## config.mk

```make
export PLATFORM = sky130hd
export DESIGN_NAME = tcr_timer
export DESIGN_NICKNAME = d
export VERILOG_FILES = /design/src/tcr_pkg.sv /design/src/tcr_capture_reg.sv /design/src/tcr_edge_detect.sv /design/src/tcr_timer.sv
export SDC_FILE = /design/constraint.sdc
export NUM_CORES = 1
export LEC_CHECK = 0
export ABC_AREA = 1
export BUFFER_PORTS_ARGS = -buffer_cell sky130_fd_sc_hd__buf_4
export CAP_MARGIN = 15
export CELL_PAD_IN_SITES_DETAIL_PLACEMENT = 1
export CELL_PAD_IN_SITES_GLOBAL_PLACEMENT = 1
export CORE_UTILIZATION = 45
export DETAILED_ROUTE_END_ITERATION = 12
export PLACE_DENSITY_LB_ADDON = 0.1
export SYNTH_ARGS = -nofsm -noshare
export SYNTH_HDL_FRONTEND = slang
export SYNTH_SLANG_ARGS = --single-unit
```

## constraint.sdc

```tcl
create_clock -name pclk -period 4.2 [get_ports pclk]
set_input_delay 0.21 -clock pclk [delete_from_list [all_inputs] [get_ports pclk]]
set_output_delay 0.21 -clock pclk [all_outputs]
set_load 0.01 [all_outputs]
```

## src/tcr_pkg.sv

```systemverilog
//
// Behaviour
// RULE1: Reload enable set lets the counter load from the reload value registers.
// RULE2: Channel-2 enabled edge captures the count or reloads; disabled input ignored.
// RULE3: Channel-1 enabled edge captures the count or reloads; disabled input ignored.
// RULE4: Channel-0 enabled edge captures the count or reloads; disabled input ignored.
// RULE5: Each channel picks its trigger edge from its own two-bit field.
// RULE6: Capture reset set clears the counter once a capture has taken place.
// RULE7: Capture of the old count happens first; the reset follows after it.
// RULE8: Hardware sets the timer flag; it stays set until software writes zero.
// RULE9: Counter advances only while run control is set; halting keeps the count.
// RULE10: Select at 0 gives reload mode with overflow flag; 1 gives compare match.
// RULE11: Sixteen-bit up counter in two bytes, wrapping all ones to zero.
// RULE12: Capture inputs are synchronised and edges give one-cycle triggers.
package tcr_pkg;

    // ****************************************************************
    // Register indices (byte address is four times the index)
    // ****************************************************************
    localparam logic [7:0] IDX_MODE     = 8'hC2;
    localparam logic [7:0] IDX_RUN      = 8'hC3;
    localparam logic [7:0] IDX_CNT_LO   = 8'hD0;
    localparam logic [7:0] IDX_CNT_HI   = 8'hD1;
    localparam logic [7:0] IDX_RLD_LO   = 8'hD2;
    localparam logic [7:0] IDX_RLD_HI   = 8'hD3;
    localparam logic [7:0] IDX_CAPCTL   = 8'hD4;
    localparam logic [7:0] IDX_CAP_BASE = 8'hD5;
    localparam logic [7:0] IDX_STAT     = 8'hDB;
    localparam logic [7:0] IDX_MASK     = 8'hDC;

    // ****************************************************************
    // Field positions
    // ****************************************************************
    localparam int MODE_RLD_EN   = 7;
    localparam int MODE_CAPEN_LO = 4;
    localparam int MODE_CRST     = 3;
    localparam int RUN_FLAG      = 7;
    localparam int RUN_RUN       = 2;
    localparam int RUN_CMP       = 0;

    // ****************************************************************
    // Reset values
    // ****************************************************************
    localparam logic [4:0]  MODE_RST   = 5'h00;
    localparam logic [15:0] CNT_RST    = 16'h0000;
    localparam logic [15:0] RLD_RST    = 16'h0000;
    localparam logic [5:0]  CAPCTL_RST = 6'h00;
    localparam logic [15:0] CAP_RST    = 16'h0000;
    localparam logic [3:0]  IRQ_RST    = 4'h0;

    // ****************************************************************
    // Edge type codes
    // ****************************************************************
    localparam logic [1:0] EDGE_FALL = 2'h0;
    localparam logic [1:0] EDGE_RISE = 2'h1;
    localparam logic [1:0] EDGE_BOTH = 2'h2;

    localparam logic [15:0] CNT_MAX = 16'hFFFF;
    localparam int          NUM_CH  = 3;

endpackage

```

## src/tcr_capture_reg.sv

```systemverilog
`timescale 1ns/1ps
`default_nettype none
module tcr_capture_reg (
    // Clock and reset
    input  wire logic        pclk,
    input  wire logic        presetn,
    // Load
    input  wire logic        load,
    input  wire logic [15:0] din,
    // Held value
    output var  logic [15:0] dout_r
);
    import tcr_pkg::*;

    always_ff @(posedge pclk or negedge presetn) begin
        if (!presetn) begin
            dout_r <= CAP_RST;
        end else if (load) begin
            dout_r <= din;
        end
    end

endmodule // tcr_capture_reg
`default_nettype wire

```

## src/tcr_edge_detect.sv

```systemverilog
`timescale 1ns/1ps
`default_nettype none
module tcr_edge_detect (
    // Clock and reset
    input  wire logic       pclk,
    input  wire logic       presetn,
    // Pin and edge choice
    input  wire logic       pin_in,
    input  wire logic [1:0] edge_sel,
    // Trigger
    output var  logic       hit_r
);
    import tcr_pkg::*;

    logic sync1_r;
    logic sync2_r;
    logic prev_r;
    logic rise;
    logic fall;
    logic hit_nxt;

    // Only sync2 and prev are compared; sync1 feeds nothing else
    assign rise    = sync2_r & ~prev_r; // RULE12
    assign fall    = ~sync2_r & prev_r; // RULE12
    assign hit_nxt = (edge_sel == EDGE_RISE) ? rise :
                     (edge_sel == EDGE_FALL) ? fall : (rise | fall); // RULE5

    always_ff @(posedge pclk or negedge presetn) begin
        if (!presetn) begin
            sync1_r <= 1'b0;
            sync2_r <= 1'b0;
            prev_r  <= 1'b0;
            hit_r   <= 1'b0;
        end else begin
            sync1_r <= pin_in;
            sync2_r <= sync1_r;
            prev_r  <= sync2_r;
            hit_r   <= hit_nxt;
        end
    end
endmodule // tcr_edge_detect
`default_nettype wire

```

## src/tcr_timer.sv

```systemverilog
// The APB slave port was left to the implementer.
`timescale 1ns/1ps
`default_nettype none
module tcr_timer #(
    parameter int CHANNELS = tcr_pkg::NUM_CH
) (
    // Clock and reset
    input  wire logic        pclk,
    input  wire logic        presetn,
    // APB slave
    input  wire logic        psel,
    input  wire logic        penable,
    input  wire logic        pwrite,
    input  wire logic [11:0] paddr,
    input  wire logic [31:0] pwdata,
    output var  logic [31:0] prdata,
    output var  logic        pready,
    output var  logic        pslverr,
    // Capture inputs
    input  wire logic        capture_input_ch0,
    input  wire logic        capture_input_ch1,
    input  wire logic        capture_input_ch2,
    // Events
    output var  logic        timer_event_flag,
    output var  logic        irq
);
    import tcr_pkg::*;

    // ****************************************************************
    // Elaboration checks
    // ****************************************************************
    if (CHANNELS != NUM_CH) begin : g_bad_ch
        $error("register map serves exactly three capture channels");
    end

    // ****************************************************************
    // State
    // ****************************************************************
    logic [4:0]  mode_r;
    logic        run_r;
    logic        cmp_sel_r;
    logic [15:0] cnt_r;
    logic [15:0] rld_r;
    logic [5:0]  capctl_r;
    logic [3:0]  stat_r;
    logic [3:0]  mask_r;

    logic [2:0]  pin_vec;
    logic [2:0]  edge_hit;
    logic [15:0] cap_val [3];

    // ****************************************************************
    // Bus decode
    // ****************************************************************
    logic [7:0]  idx;
    logic        page_ok;
    logic        hit_mode;
    logic        hit_run;
    logic        hit_cnt_lo;
    logic        hit_cnt_hi;
    logic        hit_rld_lo;
    logic        hit_rld_hi;
    logic        hit_capctl;
    logic        hit_cap;
    logic        hit_stat;
    logic        hit_mask;
    logic        mapped;
    logic [7:0]  cap_off;
    logic        setup;
    logic        wr_go;
    logic [7:0]  wbyte;

    assign idx        = paddr[9:2];
    assign page_ok    = (paddr[11:10] == 2'h0);
    assign hit_mode   = page_ok && (idx == IDX_MODE);
    assign hit_run    = page_ok && (idx == IDX_RUN);
    assign hit_cnt_lo = page_ok && (idx == IDX_CNT_LO);
    assign hit_cnt_hi = page_ok && (idx == IDX_CNT_HI);
    assign hit_rld_lo = page_ok && (idx == IDX_RLD_LO);
    assign hit_rld_hi = page_ok && (idx == IDX_RLD_HI);
    assign hit_capctl = page_ok && (idx == IDX_CAPCTL);
    assign cap_off    = idx - IDX_CAP_BASE;
    assign hit_cap    = page_ok && (idx >= IDX_CAP_BASE) && (cap_off < 8'h06);
    assign hit_stat   = page_ok && (idx == IDX_STAT);
    assign hit_mask   = page_ok && (idx == IDX_MASK);
    assign mapped     = hit_mode | hit_run | hit_cnt_lo | hit_cnt_hi | hit_rld_lo
                      | hit_rld_hi | hit_capctl | hit_cap | hit_stat | hit_mask;
    assign setup      = psel & ~penable;
    // A write lands only on the edge that completes the access
    assign wr_go      = psel & penable & pwrite & pready & ~pslverr;
    assign wbyte      = pwdata[7:0];

    logic wr_mode;
    logic wr_run;
    logic wr_cnt_lo;
    logic wr_cnt_hi;
    logic wr_rld_lo;
    logic wr_rld_hi;
    logic wr_capctl;
    logic wr_stat;
    logic wr_mask;
    logic cnt_wr;

    assign wr_mode   = wr_go & hit_mode;
    assign wr_run    = wr_go & hit_run;
    assign wr_cnt_lo = wr_go & hit_cnt_lo;
    assign wr_cnt_hi = wr_go & hit_cnt_hi;
    assign wr_rld_lo = wr_go & hit_rld_lo;
    assign wr_rld_hi = wr_go & hit_rld_hi;
    assign wr_capctl = wr_go & hit_capctl;
    assign wr_stat   = wr_go & hit_stat;
    assign wr_mask   = wr_go & hit_mask;
    assign cnt_wr    = wr_cnt_lo | wr_cnt_hi;

    // ****************************************************************
    // Capture channels
    // ****************************************************************
    logic       rld_en;
    logic       crst_en;
    logic [2:0] capen;
    logic [2:0] trig;
    logic [2:0] cap_ev;
    logic       reload_hit;
    logic       cap_any;

    assign pin_vec = {capture_input_ch2, capture_input_ch1, capture_input_ch0};
    assign rld_en  = mode_r[MODE_RLD_EN - 3];
    assign crst_en = mode_r[MODE_CRST - 3];
    assign capen   = mode_r[MODE_CAPEN_LO - 3 +: 3];

    for (genvar i = 0; i < 3; i++) begin : g_ch
        tcr_edge_detect u_edge (
            .pclk     (pclk),
            .presetn  (presetn),
            .pin_in   (pin_vec[i]),
            .edge_sel (capctl_r[2*i +: 2]),
            .hit_r    (edge_hit[i])
        );
        // A disabled channel's edges are dropped here
        assign trig[i]   = edge_hit[i] & capen[i]; // RULE2 RULE3 RULE4
        // With reload enabled an edge reloads instead of capturing
        assign cap_ev[i] = trig[i] & ~rld_en; // RULE2 RULE3 RULE4
        tcr_capture_reg u_cap (
            .pclk    (pclk),
            .presetn (presetn),
            .load    (cap_ev[i]),
            .din     (cnt_r),
            .dout_r  (cap_val[i])
        );
    end

    assign reload_hit = |trig & rld_en; // RULE1
    assign cap_any    = |cap_ev;

    // ****************************************************************
    // Counter
    // ****************************************************************
    logic        at_max;
    logic        inc_path;
    logic        ovf_ev;
    logic        cmp_ev;
    logic        flag_set;
    logic        flag_clr;
    logic        flag_nxt;
    logic [15:0] cnt_nxt;

    assign at_max   = (cnt_r == CNT_MAX);
    assign inc_path = run_r & ~cnt_wr & ~reload_hit & ~(cap_any & crst_en); // RULE9
    assign ovf_ev   = inc_path & at_max & ~cmp_sel_r; // RULE10
    assign cmp_ev   = run_r & cmp_sel_r & (cnt_r == rld_r); // RULE10
    assign flag_set = ovf_ev | cmp_ev; // RULE8
    assign flag_clr = wr_run & ~wbyte[RUN_FLAG];
    // Set wins over a clear in the same cycle
    assign flag_nxt = flag_set | (timer_event_flag & ~flag_clr); // RULE8

    // Capture has already taken the old count when the reset lands
    assign cnt_nxt = wr_cnt_lo  ? {cnt_r[15:8], wbyte} :
                     wr_cnt_hi  ? {wbyte, cnt_r[7:0]} :
                     reload_hit ? rld_r : // RULE1
                     (cap_any & crst_en) ? CNT_RST : // RULE6 RULE7
                     (inc_path & at_max & rld_en) ? rld_r : // RULE1
                     inc_path   ? cnt_r + 16'h0001 : // RULE11
                     cnt_r; // RULE9

    always_ff @(posedge pclk or negedge presetn) begin
        if (!presetn) begin
            cnt_r            <= CNT_RST;
            timer_event_flag <= 1'b0;
        end else begin
            cnt_r            <= cnt_nxt;
            timer_event_flag <= flag_nxt;
        end
    end

    // ****************************************************************
    // Control registers
    // ****************************************************************
    always_ff @(posedge pclk or negedge presetn) begin
        if (!presetn) begin
            mode_r    <= MODE_RST;
            run_r     <= 1'b0;
            cmp_sel_r <= 1'b0;
            rld_r     <= RLD_RST;
            capctl_r  <= CAPCTL_RST;
            mask_r    <= IRQ_RST;
        end else begin
            if (wr_mode) mode_r <= wbyte[7:3];
            if (wr_run) begin
                run_r     <= wbyte[RUN_RUN];
                cmp_sel_r <= wbyte[RUN_CMP];
            end
            if (wr_rld_lo) rld_r[7:0] <= wbyte;
            if (wr_rld_hi) rld_r[15:8] <= wbyte;
            if (wr_capctl) capctl_r <= wbyte[5:0];
            if (wr_mask) mask_r <= wbyte[3:0];
        end
    end

    // ****************************************************************
    // Interrupt status
    // ****************************************************************
    logic [3:0] stat_set;
    logic [3:0] stat_nxt;

    assign stat_set = {cap_ev, flag_set};
    assign stat_nxt = stat_set | (stat_r & ~({4{wr_stat}} & wbyte[3:0]));

    always_ff @(posedge pclk or negedge presetn) begin
        if (!presetn) begin
            stat_r <= IRQ_RST;
            irq    <= 1'b0;
        end else begin
            stat_r <= stat_nxt;
            irq    <= |(stat_nxt & mask_r);
        end
    end

    // ****************************************************************
    // Read path
    // ****************************************************************
    logic [15:0] cap_sel;
    logic [7:0]  cap_byte;
    logic [7:0]  rd_byte;

    assign cap_sel  = cap_val[cap_off[2:1] == 2'h0 ? 0 : (cap_off[2:1] == 2'h1 ? 1 : 2)];
    assign cap_byte = cap_off[0] ? cap_sel[15:8] : cap_sel[7:0];
    assign rd_byte  = hit_mode   ? {mode_r, 3'h0} :
                      hit_run    ? {timer_event_flag, 4'h0, run_r, 1'b0, cmp_sel_r} :
                      hit_cnt_lo ? cnt_r[7:0] :
                      hit_cnt_hi ? cnt_r[15:8] :
                      hit_rld_lo ? rld_r[7:0] :
                      hit_rld_hi ? rld_r[15:8] :
                      hit_capctl ? {2'h0, capctl_r} :
                      hit_cap    ? cap_byte :
                      hit_stat   ? {4'h0, stat_r} :
                      hit_mask   ? {4'h0, mask_r} : 8'h00;

    // Ready is raised in setup so every access finishes with no wait state
    always_ff @(posedge pclk or negedge presetn) begin
        if (!presetn) begin
            pready  <= 1'b0;
            pslverr <= 1'b0;
            prdata  <= 32'h00000000;
        end else begin
            pready  <= setup;
            pslverr <= setup & ~mapped;
            prdata  <= (setup & ~pwrite) ? {24'h000000, rd_byte} : 32'h00000000;
        end
    end
endmodule // tcr_timer
`default_nettype wire

```

==> impl_metrics.env <==
export IMPL_cts_htree_levels=4
export IMPL_yosysTopAreaCell="dfrtp_1"
export IMPL_powerDensity_mw_per_mm2=352
export IMPL_drt_iter0_drc=604
export IMPL_cp_end_kind="flip-flop"
export IMPL_tightest_slew_ns=1.01
export IMPL_final_nets=1129
export IMPL_hold_class="in -> reg"
export IMPL_start_util_pct=46.4
export IMPL_dp_hpwl_um=18300
export IMPL_timing_setup_tns_ns=0
export IMPL_critical_path_most_common_cell="nand2_1"
export IMPL_drt_total_wl_um=25900
export IMPL_layout_drive_gt1_share_pct=9.18
export IMPL_clock_sinks=125
export IMPL_p_total_uw=2970
export IMPL_place_area_mm2=0.00779
export IMPL_max_freq_mhz=387
export IMPL_syn_area_mm2=0.00743
export IMPL_worstPathCellList="o21ai_1 > buf_4 > nand2_1 > a21oi_4 > nand3_4 > nand2_1 > nand3_1 > nand2_1 > nand2_1 > nand2_1"
export IMPL_cp_max_fo=25
export IMPL_drt_drc_violations_left=0
export IMPL_critical_path_class="reg -> reg"
export IMPL_mostFrequentLayoutCells="323 x nand2_1, 125 x inv_1, 125 x dfrtp_1, 117 x o21ai_0, 64 x nand3_1"
export IMPL_synthArstFlopShare_pct=100
export IMPL_ios=88
export IMPL_startpoint_type="flip-flop"
export IMPL_num_antenna_cells=0
export IMPL_critical_path_top_delay_family="simple AND/OR/NAND/NOR gates"
export IMPL_overflow=0
export IMPL_syn_to_final_growth_pct=13.6
export IMPL_cts_root_buf="clkbuf_16"
export IMPL_crit_required_ns=4.57
export IMPL_status="complete, no violations"
export IMPL_vdd_drop_max_uv=286
export IMPL_path_buf_inv=1
export IMPL_rows=46
export IMPL_r2r_setup_slack_ns=1.62
export IMPL_maxCapViolations=0
export IMPL_num_fill_cells=2088
export IMPL_stdcell_area_mm2=0.00844
export IMPL_clk_pin_slew_ns=0.06
export IMPL_clock_latency_ns=0.43
export IMPL_finClkSkew_ns=0.0119
export IMPL_grt_max_degree=67
export IMPL_p_leak_uw=0.00425
export IMPL_grt_usage_pct=32.7
export IMPL_netlist_instances=1037
export IMPL_syn_avg_cell_area_um2=7.16
export IMPL_drt_pass1_iterations=5
export IMPL_ctsResizeCount=0
export IMPL_synth_top_area_share_pct=42.1
export IMPL_fp_dieH_um=130
export IMPL_die_w_um=130
export IMPL_place_gp_congestion=0.964
export IMPL_io_buffer_count=37
export IMPL_cts_tree="built"
export IMPL_grt_pass1_vias=7263
export IMPL_layout_commonest_cell="nand2_1"
export IMPL_grt_setup_unrepaired="false"
export IMPL_routedWlPerCell_um=20.0
export IMPL_setup_viol=0
export IMPL_grt_pass1_wl_um=40700
export IMPL_synth_cell_type_count=42
export IMPL_cp_slowest_cell="dfrtp_1"
export IMPL_dp_worst_setup_slack_ns=1.35
export IMPL_netlist_top_cells_area="dfrtp_1 42%, nand2_1 16%, o21ai_0 7.9%"
export IMPL_fin_ws_ns=1.62
export IMPL_viasPerCell=5.58
export IMPL_finalHoldViolCount=0
export IMPL_cts_buffer_depth=2
export IMPL_vias=7222
export IMPL_finalMaxSlewViolations=0
export IMPL_dieArea_mm2=0.0170
export IMPL_ys_warn_count=0
export IMPL_numCtsBuffers=17
export IMPL_synth_seq_cells=125
export IMPL_synth_edf_count=0
export IMPL_worst_ep_arrival_time_ns=2.95
export IMPL_synth_ff_type="dfrtp_1"
export IMPL_ant_nets=0
export IMPL_antenna_found_initial=0
export IMPL_final_min_clock_period_ns=2.58
export IMPL_crit_path_max_incr_delay_ns=0.75
export IMPL_fin_crit_sh_pct=61.5
export IMPL_yosysSeqAreaShare_pct=42.1
export IMPL_relSlewSlack_pct=33.0
export IMPL_core_mm2=0.0160
cells in the mapped netlist (all sizes together), types with 3 or more instances:
cell / n
a211oi: 4
a21boi: 3
a21oi: 44
buf: 39
clkbuf: 28
dfrtp: 125
ha: 11
inv: 129
nand2: 323
nand3: 68
nand4: 27
nor2: 52
nor3: 12
o21ai: 126
o22ai: 19
o31ai: 3
xor2: 13
sequential cells by signal (all words and copies together) (netlist names):
signal / count
prdata: 8
cnt_r: 16
pslverr: 1
rld_r: 16
pready: 1
mode_r: 5
g_ch.u_cap.dout_r: 48
cmp_sel_r: 1
g_ch.u_edge.hit_r: 3
g_ch.u_edge.prev_r: 3
run_r: 1
timer_event_flag: 1
capctl_r: 6
mask_r: 4
g_ch.u_edge.sync2_r: 3
g_ch.u_edge.sync1_r: 3
irq: 1
stat_r: 4
final timing paths:
check,startpoint,end,cells after the start
worst min register to register,g_ch[2].u_edge.sync1_r,g_ch[2].u_edge.sync2_r,0
worst min-delay path,psel,pready,3
min in group asynchronous,presetn,mask_r[1],2
worst max register to register,mode_r[4],cnt_r[8],10
max in group asynchronous,presetn,g_ch[1].u_cap.dout_r[7],3
worst max-delay path,mode_r[4],cnt_r[8],10
power by group:
part / total [uW] / switching, uW / internal, uW / leakage (uW)
combinational: 223 / 156 / 66.8 / 0.00231
clock: 1520 / 628 / 896 / 0.000290
sequential: 1230 / 10.1 / 1220 / 0.00165
logic make-up (layout without fill, tap and decap cells):
kind of cell	Yosys count	after routing	share of synthesized area, %
buffers and inverters	198	217	11.7
AOI/OAI and AO/OA	202	202	14.6
and+or+nand+nor	486	486	28.0
xor gates and xnor gates	14	14	1.65
other	1	24	0.0505
adders and majority gates	11	11	1.85
DFF	125	125	42.1
timing repair:
action | 4_1_cts | 5_1_grt
setup endpoints to repair | 0 | 0
hold buffers | 5 | 0
buffers inserted | 0 | 0
endpoints found under the hold margin | 63 | 0
per-layer routing:
layer	vias up	global-route usage, %	part of all wire, %
met2	213	53.7	47
met1	3582	43.2	45
met5	-	0	0
met3	56	5.01	4.9
met4	0	13.5	3.3
li1	3371	-	-
through the flow:
step                utilization, %  hold slack (ns)  cells
global route                  52.7           0.0572   1295
floorplan                        -          -0.0856   1060
detailed placement            48.7            0.320   1258
finish                        52.7           0.0430   1295
CTS                           52.7           0.0325   1295
global placement              48.7            0.320   1258
cell type report:
class | count | area (um2) | share of cell area (%)
Sequential cell | 125 | 3130 | 37.1
Clock inverter | 15 | 176 | 2.09
Timing Repair Buffer | 54 | 430 | 5.10
Tap cell | 216 | 270 | 3.20
Multi-Input combinational cell | 737 | 3520 | 41.7
Clock buffer | 17 | 425 | 5.04
Inverter | 131 | 492 | 5.83
worst register-to-register path: stages, from the launching register on:
cell,delay [ns]
dfrtp_1,0.75
o21ai_1,0.29
buf_4,0.25
nand2_1,0.13
a21oi_4,0.35
nand3_4,0.29
nand2_1,0.16
nand3_1,0.08
nand2_1,0.09
nand2_1,0.07
nand2_1,0.06
Note: power is estimated with default switching activity, not from simulation.
